[config.mk]
export PLATFORM = sky130hd
export DESIGN_NAME = acsr_control
export DESIGN_NICKNAME = d
export VERILOG_FILES = /design/src/design/acsr_sync_edge.v /design/src/design/acsr_cmd_shift.v /design/src/design/acsr_control.v
export VERILOG_INCLUDE_DIRS = /design/src /design/src/design
export SDC_FILE = /design/constraint.sdc
export NUM_CORES = 1
export LEC_CHECK = 0
export BUFFER_PORTS_ARGS = -buffer_cell sky130_fd_sc_hd__buf_2
export CORE_ASPECT_RATIO = 1.5
export CORE_MARGIN = 2
export CORE_UTILIZATION = 61
export DETAILED_ROUTE_END_ITERATION = 8
export PLACE_DENSITY_LB_ADDON = 0.12
export SYNTH_ARGS = -nofsm -noshare
export SYNTH_HDL_FRONTEND = slang
export SYNTH_SLANG_ARGS = --single-unit
[constraint.sdc]
create_clock -name aclk -period 5.3 [get_ports aclk]
set_input_delay 0.265 -clock aclk [delete_from_list [all_inputs] [get_ports aclk]]
set_output_delay 0.265 -clock aclk [all_outputs]
set_load 0.01 [all_outputs]
[src/design/acsr_defs.vh]
/*
  Constants for the converter alignment and reset control block: register
  offsets, field positions, reset values, serial opcodes and timing figures.
  Assumes inclusion by bare name from the design and sim files of this block.
*/
`ifndef ACSR_DEFS_VH
`define ACSR_DEFS_VH

// register byte offsets
`define ACSR_OFF_CONFIG 8'h00
`define ACSR_OFF_CORNER 8'h04
`define ACSR_OFF_COMMAND 8'h08
`define ACSR_OFF_STATUS 8'h0C

// config fields
`define ACSR_CFG_PHASE 0
`define ACSR_CFG_CONT 1
// command fields, write one to issue
`define ACSR_CMD_SYNC 0
`define ACSR_CMD_RESET 1
`define ACSR_CMD_SLEEP 2
`define ACSR_CMD_WAKE 3

// reset values
`define ACSR_RST_PHASE 1'b0
`define ACSR_RST_CONT 1'b0
`define ACSR_RST_CORNER 16'h0337

// serial opcodes
`define ACSR_OP_WAKE 8'h02
`define ACSR_OP_SLEEP 8'h04
`define ACSR_OP_SYNC 8'h08
`define ACSR_OP_RESET 8'h10

// axi responses
`define ACSR_RESP_OKAY 2'b00
`define ACSR_RESP_SLVERR 2'b10

// timing: settle = 62.98046875 data periods + 468 master clocks
`define ACSR_SETTLE_NUM 16123
`define ACSR_SETTLE_DEN 256
`define ACSR_SETTLE_CLK 468
`define ACSR_HOLD_PERIODS 6'd63
`define ACSR_SCLK_TIMEOUT 7'd64
`define ACSR_DATA_READY_N_PULSE 4
`define ACSR_BITS_PER_CMD 3'd7

`endif

[src/design/acsr_sync_edge.v]
/*
  Two-flop synchroniser with edge detection for a group of pin inputs.
  Assumes inputs asynchronous to aclk; level, rise and fall all come from
  the second flop onward, never from the first.
*/
module acsr_sync_edge #(
  parameter W = 1,
  parameter [W-1:0] INIT = {W{1'b0}}
) (
  input wire aclk,
  input wire aresetn,
  input wire [W-1:0] pin,
  output wire [W-1:0] level,
  output wire [W-1:0] rise,
  output wire [W-1:0] fall
);

reg [W-1:0] meta_q;
reg [W-1:0] sync_q;
reg [W-1:0] prev_q;

always @(posedge aclk) begin
  if (!aresetn) begin
    meta_q <= INIT;
    sync_q <= INIT;
    prev_q <= INIT;
  end else begin
    meta_q <= pin;
    sync_q <= meta_q;
    prev_q <= sync_q;
  end
end

assign level = sync_q;
assign rise = sync_q & ~prev_q;
assign fall = ~sync_q & prev_q;

endmodule // acsr_sync_edge

[src/design/acsr_cmd_shift.v]
/*
  Serial command receiver: shifts eight bits in on rising serial-clock edges
  and decodes the opcode into one-cycle command pulses.
  Assumes serial clock and data already synchronised to aclk, and a one-cycle
  tick per output data period for the idle timeout.
*/
`include "acsr_defs.vh"

module acsr_cmd_shift (
  input wire aclk,
  input wire aresetn,
  input wire sclk_level,
  input wire sclk_rise,
  input wire din_level,
  input wire period_tick,
  output reg cmd_sync,
  output reg cmd_reset,
  output reg cmd_sleep,
  output reg cmd_wake,
  output wire timed_out
);

reg [6:0] shift_q;
reg [2:0] bit_cnt_q;
reg [6:0] idle_cnt_q;
wire [7:0] opcode = {shift_q, din_level};
wire last_bit = sclk_rise && (bit_cnt_q == `ACSR_BITS_PER_CMD);

assign timed_out = (idle_cnt_q == `ACSR_SCLK_TIMEOUT);

////////////////////////////////////////////////////////////////////////////////
always @(posedge aclk) begin
  if (!aresetn) begin
    shift_q <= 7'h00;
    bit_cnt_q <= 3'h0;
    idle_cnt_q <= 7'h00;
    cmd_sync <= 1'b0;
    cmd_reset <= 1'b0;
    cmd_sleep <= 1'b0;
    cmd_wake <= 1'b0;
  end else begin
    // opcode acts at the first edge after the eighth sclk rise
    cmd_sync <= last_bit && (opcode == `ACSR_OP_SYNC);
    cmd_reset <= last_bit && (opcode == `ACSR_OP_RESET);
    cmd_sleep <= last_bit && (opcode == `ACSR_OP_SLEEP);
    cmd_wake <= last_bit && (opcode == `ACSR_OP_WAKE);
    if (sclk_level) begin
      idle_cnt_q <= 7'h00;
    end else if (period_tick && !timed_out) begin
      idle_cnt_q <= idle_cnt_q + 7'h01;
    end
    // a rise wins over the timeout, whose counters are clear by then,
    // so the first bit after a long idle is not lost
    if (sclk_rise) begin
      shift_q <= opcode[6:0];
      bit_cnt_q <= bit_cnt_q + 3'h1;
    end else if (timed_out) begin
      // a stalled transfer is dropped so the next sclk starts afresh
      bit_cnt_q <= 3'h0;
      shift_q <= 7'h00;
    end
  end
end

endmodule // acsr_cmd_shift

[src/design/acsr_control.v]
/*
  Conversion alignment, reset and power-down control of a delta-sigma
  converter, with an AXI4-Lite register slave.
  Assumes aclk is the master clock; pins and the serial clock are
  asynchronous and pass two flops before use.
*/
// Local design decisions: the AXI4-Lite register port and the register offsets.
`include "acsr_defs.vh"

module acsr_control #(
  parameter DECIM = 4096,
  parameter ADDR_W = 8,
  parameter SETTLE = (`ACSR_SETTLE_NUM * DECIM) / `ACSR_SETTLE_DEN + `ACSR_SETTLE_CLK
) (
  input wire aclk,
  input wire aresetn,
  // axi4-lite slave
  input wire [ADDR_W-1:0] s_axi_awaddr,
  input wire s_axi_awvalid,
  output wire s_axi_awready,
  input wire [31:0] s_axi_wdata,
  input wire [3:0] s_axi_wstrb,
  input wire s_axi_wvalid,
  output wire s_axi_wready,
  output reg [1:0] s_axi_bresp,
  output reg s_axi_bvalid,
  input wire s_axi_bready,
  input wire [ADDR_W-1:0] s_axi_araddr,
  input wire s_axi_arvalid,
  output wire s_axi_arready,
  output reg [31:0] s_axi_rdata,
  output reg [1:0] s_axi_rresp,
  output reg s_axi_rvalid,
  input wire s_axi_rready,
  // pins
  input wire sync_pin,
  input wire reset_pin_n,
  input wire powerdown_n,
  input wire sclk,
  input wire din,
  output reg data_ready_n,
  output reg dout_hold,
  output reg filter_clear,
  output reg conv_enable,
  output reg phase_select_bit,
  output reg [15:0] highpass_corner_value
);

////////////////////////////////////////////////////////////////////////////////
// pin synchronisers and serial commands

wire [4:0] pin_level;
wire [4:0] pin_rise;
wire [4:0] pin_fall;
wire cmd_sync;
wire cmd_reset;
wire cmd_sleep;
wire cmd_wake;
wire ser_timeout;
reg period_tick;

acsr_sync_edge #(.W(5), .INIT(5'b00110)) u_pins (
  .aclk(aclk),
  .aresetn(aresetn),
  .pin({din, sclk, powerdown_n, reset_pin_n, sync_pin}),
  .level(pin_level),
  .rise(pin_rise),
  .fall(pin_fall)
);

acsr_cmd_shift u_cmd (
  .aclk(aclk),
  .aresetn(aresetn),
  .sclk_level(pin_level[3]),
  .sclk_rise(pin_rise[3]),
  .din_level(pin_level[4]),
  .period_tick(period_tick),
  .cmd_sync(cmd_sync),
  .cmd_reset(cmd_reset),
  .cmd_sleep(cmd_sleep),
  .cmd_wake(cmd_wake),
  .timed_out(ser_timeout)
);

////////////////////////////////////////////////////////////////////////////////
// reset, power-down and sleep

reg sleep_q;
reg sleep_prev_q;
reg hold_prev_q;
reg locked_q;
reg dcont_q;
reg settling_q;
wire pin_hold = !pin_level[1] || !pin_level[2];
wire hold_release = hold_prev_q && !pin_hold;
wire running = !pin_hold && !sleep_q;

function [31:0] cnt_max;
  input integer n;
  begin
    cnt_max = n - 1;
  end
endfunction

////////////////////////////////////////////////////////////////////////////////
// axi4-lite slave

reg aw_held_q;
reg w_held_q;
reg [ADDR_W-1:0] aw_addr_q;
reg [31:0] w_data_q;
reg [3:0] w_strb_q;
wire [ADDR_W-1:0] wr_addr = aw_held_q ? aw_addr_q : s_axi_awaddr;
wire [31:0] wr_data = w_held_q ? w_data_q : s_axi_wdata;
wire [3:0] wr_strb = w_held_q ? w_strb_q : s_axi_wstrb;
wire aw_have = aw_held_q || s_axi_awvalid;
wire w_have = w_held_q || s_axi_wvalid;
wire wr_fire = aw_have && w_have && !s_axi_bvalid;
wire wr_cmd = (wr_addr == `ACSR_OFF_COMMAND) && wr_strb[0];
wire wr_known = (wr_addr == `ACSR_OFF_CONFIG) || (wr_addr == `ACSR_OFF_CORNER) ||
  (wr_addr == `ACSR_OFF_COMMAND) || (wr_addr == `ACSR_OFF_STATUS);
// command bits come from the merged data, as w may have been taken earlier
wire sw_sync = wr_fire && wr_cmd && wr_data[`ACSR_CMD_SYNC];
wire sw_reset = wr_fire && wr_cmd && wr_data[`ACSR_CMD_RESET];
wire sw_sleep = wr_fire && wr_cmd && wr_data[`ACSR_CMD_SLEEP];
wire sw_wake = wr_fire && wr_cmd && wr_data[`ACSR_CMD_WAKE];
wire any_reset = pin_hold || cmd_reset || sw_reset;
wire align_evt = pin_rise[0] || cmd_sync || sw_sync;

assign s_axi_awready = !aw_held_q && !s_axi_bvalid;
assign s_axi_wready = !w_held_q && !s_axi_bvalid;
assign s_axi_arready = !s_axi_rvalid;

always @(posedge aclk) begin
  if (!aresetn) begin
    aw_held_q <= 1'b0;
    w_held_q <= 1'b0;
    aw_addr_q <= {ADDR_W{1'b0}};
    w_data_q <= 32'h0000_0000;
    w_strb_q <= 4'h0;
    s_axi_bvalid <= 1'b0;
    s_axi_bresp <= `ACSR_RESP_OKAY;
  end else begin
    if (wr_fire) begin
      aw_held_q <= 1'b0;
      w_held_q <= 1'b0;
      s_axi_bvalid <= 1'b1;
      s_axi_bresp <= wr_known ? `ACSR_RESP_OKAY : `ACSR_RESP_SLVERR;
    end else begin
      if (s_axi_awvalid && s_axi_awready) begin
        aw_held_q <= 1'b1;
        aw_addr_q <= s_axi_awaddr;
      end
      if (s_axi_wvalid && s_axi_wready) begin
        w_held_q <= 1'b1;
        w_data_q <= s_axi_wdata;
        w_strb_q <= s_axi_wstrb;
      end
      if (s_axi_bvalid && s_axi_bready) begin
        s_axi_bvalid <= 1'b0;
      end
    end
  end
end

// settings registers; pin hold or any reset restores defaults
always @(posedge aclk) begin
  if (!aresetn || any_reset) begin
    phase_select_bit <= `ACSR_RST_PHASE;
    dcont_q <= `ACSR_RST_CONT;
    highpass_corner_value <= `ACSR_RST_CORNER;
  end else if (wr_fire) begin
    if (wr_addr == `ACSR_OFF_CONFIG && wr_strb[0]) begin
      phase_select_bit <= wr_data[`ACSR_CFG_PHASE];
      dcont_q <= wr_data[`ACSR_CFG_CONT];
    end
    if (wr_addr == `ACSR_OFF_CORNER) begin
      // coefficient scaled against 65,536, split over two byte lanes
      if (wr_strb[0]) highpass_corner_value[7:0] <= wr_data[7:0];
      if (wr_strb[1]) highpass_corner_value[15:8] <= wr_data[15:8];
    end
  end
end

always @(posedge aclk) begin
  if (!aresetn) begin
    s_axi_rvalid <= 1'b0;
    s_axi_rdata <= 32'h0000_0000;
    s_axi_rresp <= `ACSR_RESP_OKAY;
  end else if (s_axi_arvalid && s_axi_arready) begin
    s_axi_rvalid <= 1'b1;
    s_axi_rresp <= `ACSR_RESP_OKAY;
    case (s_axi_araddr)
      `ACSR_OFF_CONFIG: s_axi_rdata <= {30'h0000_0000, dcont_q, phase_select_bit};
      `ACSR_OFF_CORNER: s_axi_rdata <= {16'h0000, highpass_corner_value};
      `ACSR_OFF_COMMAND: s_axi_rdata <= 32'h0000_0000;
      `ACSR_OFF_STATUS: s_axi_rdata <= {26'h000_0000, ser_timeout, locked_q, sleep_q,
        settling_q, dout_hold, data_ready_n};
      default: begin
        s_axi_rdata <= 32'h0000_0000;
        s_axi_rresp <= `ACSR_RESP_SLVERR;
      end
    endcase
  end else if (s_axi_rvalid && s_axi_rready) begin
    s_axi_rvalid <= 1'b0;
  end
end

////////////////////////////////////////////////////////////////////////////////
// conversion timing in master clock cycles, output hold in data periods

reg [31:0] per_cnt_q;
reg [31:0] settle_cnt_q;
reg [5:0] hold_cnt_q;
wire at_boundary = (per_cnt_q == 32'h0000_0000);
// a locked periodic alignment edge on a period boundary is left alone
wire free_run = dcont_q && locked_q && at_boundary;
// wake restarts on the edge after sleep clears, once the counters run again
wire realign = (align_evt && !free_run) || hold_release || cmd_reset || sw_reset ||
  (sleep_prev_q && !sleep_q);

always @(posedge aclk) begin
  if (!aresetn) begin
    sleep_q <= 1'b0;
    sleep_prev_q <= 1'b0;
    hold_prev_q <= 1'b1;
  end else begin
    hold_prev_q <= pin_hold;
    sleep_prev_q <= sleep_q;
    // sleep stops conversions but the serial port and settings stay alive
    if (any_reset || cmd_wake || sw_wake) begin
      sleep_q <= 1'b0;
    end else if (cmd_sleep || sw_sleep) begin
      sleep_q <= 1'b1;
    end
  end
end

always @(posedge aclk) begin
  if (!aresetn || !running) begin
    per_cnt_q <= 32'h0000_0000;
    period_tick <= 1'b0;
    conv_enable <= 1'b0;
    filter_clear <= 1'b1;
    settle_cnt_q <= 32'h0000_0000;
    settling_q <= 1'b0;
    hold_cnt_q <= 6'h00;
    locked_q <= 1'b0;
  end else begin
    conv_enable <= 1'b1;
    filter_clear <= realign;
    if (realign) begin
      // stop and restart conversion, data period derived from master clock
      per_cnt_q <= 32'h0000_0000;
      period_tick <= 1'b0;
      settle_cnt_q <= cnt_max(SETTLE);
      settling_q <= 1'b1;
      hold_cnt_q <= `ACSR_HOLD_PERIODS;
      locked_q <= dcont_q && align_evt;
    end else begin
      period_tick <= (per_cnt_q == cnt_max(DECIM));
      per_cnt_q <= (per_cnt_q == cnt_max(DECIM)) ? 32'h0000_0000 : per_cnt_q + 32'h0000_0001;
      if (settle_cnt_q != 32'h0000_0000) begin
        settle_cnt_q <= settle_cnt_q - 32'h0000_0001;
      end else begin
        settling_q <= 1'b0;
      end
      if (period_tick && hold_cnt_q != 6'h00) begin
        hold_cnt_q <= hold_cnt_q - 6'h01;
      end
    end
  end
end

// ready falls once per period when data exist; it rises for a short update
// pulse before the next result or at the first falling sclk edge
always @(posedge aclk) begin
  if (!aresetn || !running) begin
    data_ready_n <= 1'b1;
    dout_hold <= 1'b0;
  end else begin
    dout_hold <= dcont_q && (hold_cnt_q != 6'h00);
    if (realign && !dcont_q) begin
      data_ready_n <= 1'b1;
    end else if (settling_q && !dcont_q) begin
      data_ready_n <= 1'b1;
    end else if (per_cnt_q == cnt_max(DECIM) && !realign) begin
      data_ready_n <= 1'b0;
    end else if (pin_fall[3] || per_cnt_q >= cnt_max(DECIM - `ACSR_DATA_READY_N_PULSE)) begin
      data_ready_n <= 1'b1;
    end
  end
end

// the filter arithmetic itself sits outside; phase_select_bit and
// highpass_corner_value steer its FIR set and its recursive high-pass stage

endmodule // acsr_control

==> summary.txt <==
Status
  • Status: finished clean

STA
  • RSZ-0062 raised after global routing: false
  • Highest clock rate: 313 MHz
  • Fin. Hold Viols: 0
  • Setup violations, final: 0
  • Fin crit share: 60.4%
  • Worst-Margin Slew: 1.07 ns
  • Tmin final: 3.20 ns
  • Final setup TNS: 0 ns
  • Slew margin rel.: 28.8%
  • PnR worst setup slack: 2.10 ns
  • Max Clock Skew: 0.0101 ns
  • Final max-slew violation count: 0

Final layout
  • Layout cells sized above 1: 16.8%
  • Commonest non-fill, non-tap cell in the layout: dfxtp_1
  • Area Overhead vs Synth: 12.3%
  • Fin cells: 1114
  • # diodes: 0
  • Commonest non-fill, non-tap cells in the layout: dfxtp_1 (179), buf_2 (89), nand2_1 (82), nor2_1 (72), nor3_1 (47)
  • Final #Nets: 1015

Logic synthesis
  • Area share of the largest cell type after synthesis: 44.8%
  • Cell variety after synth: 67
  • Most used DFF post-synth: dfxtp_1
  • Mapped Cells: 874
  • Post-Syn Area: 8000 sq um
  • Leading area contributor after synthesis: dfxtp_1
  • Avg Inst Size Synth: 9.15 sq um
  • Area contributors post-synth: dfxtp_1 (45%), mux2i_1 (4.1%), nand2_1 (3.8%)
  • Warnings, synthesis: 0
  • Post-synth EDFFs: 0
  • Register area share after synthesis: 44.8%
  • Async SR Flop Fraction: 0%
  • Number of synthesized register bits: 179

Detailed routing
  • DRT Wirelength: 17.2 mm
  • Via count: 6286
  • Routed WL per cell: 15.4 um
  • DR iter-0 viols: 208
  • DR vias/cell: 5.64
  • Drc violations: 0
  • Post-route ant nets: 0
  • DRT Pass-1 Iters: 5

CTS
  • Longest Clk Path Bufs: 2
  • H-tree level count: 4
  • CTS tree: built
  • CTS Hold Bufs: 0
  • Clock Latency Late Sink: 0.43 ns
  • Clock Pin Slew Worst Setup and Hold Paths: 0.07 ns
  • CTS Sinks: 179
  • Setup bufs post-CTS: 0
  • Post_cts resized: 0
  • Num CTS Buffers: 17
  • Root buf cell: clkbuf_16

Worst setup path
  • Critical path arrival: 3.49 ns
  • Worst R2R Path Depth: 6
  • Worst Path Max Fanout: 31
  • CP required: 5.59 ns
  • Kind of end point of the critical path: flip-flop
  • WS Path Type: reg -> reg
  • CP Launch Type: flip-flop

Floorplanning
  • Total die area: 14100 sq um
  • Ports: 126
  • Initial Util: 62.0%
  • Row cnt: 51
  • Core footprint: 12900 sq um
  • Die Y: 144 um
  • Die width: 97.5 um

Place
  • Pre-CTS setup slack: 2.11 ns
  • Placer Congestion: 0.819
  • Input/output buffers: 89
  • Cell count after placement: 1082
  • Post-DP HPWL: 12.2 mm

Power and ir drop
  • Power after layout: 2.96 mW
  • Worst IR drop on VDD: 0.000225 V
  • PD cells: 330 nW/um^2
  • Pleak: 3.47 nW

Job
  • Max-cap violations: 0

Global route
  • Total global-route track usage: 24.6%
  • Initial antenna violation count: 0
  • First-pass GRT wire length: 28.6 mm
  • Number of global-route vias before repair: 6235
  • Total gr overflow: 0
  • Largest net degree at the start of global routing: 74

Hold path
  • Hold path cells: 2
  • Hold/Removal Path Class: in -> reg
==> area by class of cell <==
class	count	area (sq um)
clock buffer	19	443
fill	1028	3910
timing repair buffer	93	475
inverter	24	90.1
multi-input combinational	627	4070
sequential	179	3580
tap	159	199
clock inverter	13	121
==> cell usage after synthesis, types with 20 or more instances <==
master,number
xnor2_1,34
nand2_1,82
clkbuf_1,28
mux2i_1,33
inv_1,24
nand3_1,33
buf_4,20
nor2b_1,24
dfxtp_1,179
nor2_1,72
xor2_1,31
a21boi_0,27
nor3_1,47
==> layer usage <==
metal | part of all wire (%) | GRT usage (%) | routed length, um
met5 | 0 | 0 | 0
met4 | 1.8 | 8.41 | 313
met3 | 4.2 | 5.99 | 720
met2 | 54 | 46.4 | 9300
met1 | 40 | 26.8 | 6850
==> path summary, 6_finish.rpt <==
path                  start               end  slack, ns
max reg2reg        w_held_q     per_cnt_q[16]       2.10
min             reset_pin_n  u_pins.meta_q[1]       0.02
min reg2reg  u_cmd.cmd_wake           sleep_q       0.41
max                w_held_q     per_cnt_q[16]       2.10
==> power by group <==
group          switching (mW)  total [mW]  leakage, nW  internal [mW]
registers              0.0426        1.43         1.45           1.39
logic                   0.189       0.321         1.74          0.132
clock network           0.541        1.21        0.275          0.666
==> state kept, by name, summed over array words and instances, names as in the netlist, 3 cells and up <==
register,count
per_cnt_q,32
settle_cnt_q,32
highpass_corner_value,16
s_axi_rdata,16
w_data_q,16
aw_addr_q,8
u_cmd.idle_cnt_q,7
u_cmd.shift_q,7
hold_cnt_q,6
u_pins.level,5
u_pins.meta_q,5
u_cmd.bit_cnt_q,3
==> through the flow <==
step / instance area [sq um] / hold WS (ns) / utilization, %
floorplan: 8060 / 0.366 / -
global placement: 8420 / 0.390 / 65.3
detailed placement: 8420 / 0.397 / 65.3
CTS: 8980 / 0.0171 / 69.7
global route: 8980 / 0.0108 / 69.7
finish: 8980 / 0.0213 / 69.7
==> critical path, stage by stage, from the launching register on <==
cell and delay (ns):
dfxtp_1 1.03, o221ai_1 0.39, o21ba_4 0.39, a311oi_4 0.15
o211ai_4 0.51, buf_4 0.46, nor3_1 0.12
==> kinds of logic after synthesis <==
| kind of cell | count (synthesis) | share of synthesized area (%) |
|---|---|---|
| AO/OA/AOI/OAI | 115 | 10.7 |
| adder cells (fa/ha/maj) | 9 | 1.41 |
| XOR/XNOR | 65 | 7.12 |
| other | 1 | 0.0469 |
| buffers and inverters | 85 | 5.26 |
| multiplexers | 42 | 5.40 |
| AND/OR/NAND/NOR | 378 | 25.2 |
| flip-flops | 179 | 44.8 |
(Power assumes the default switching activity.)
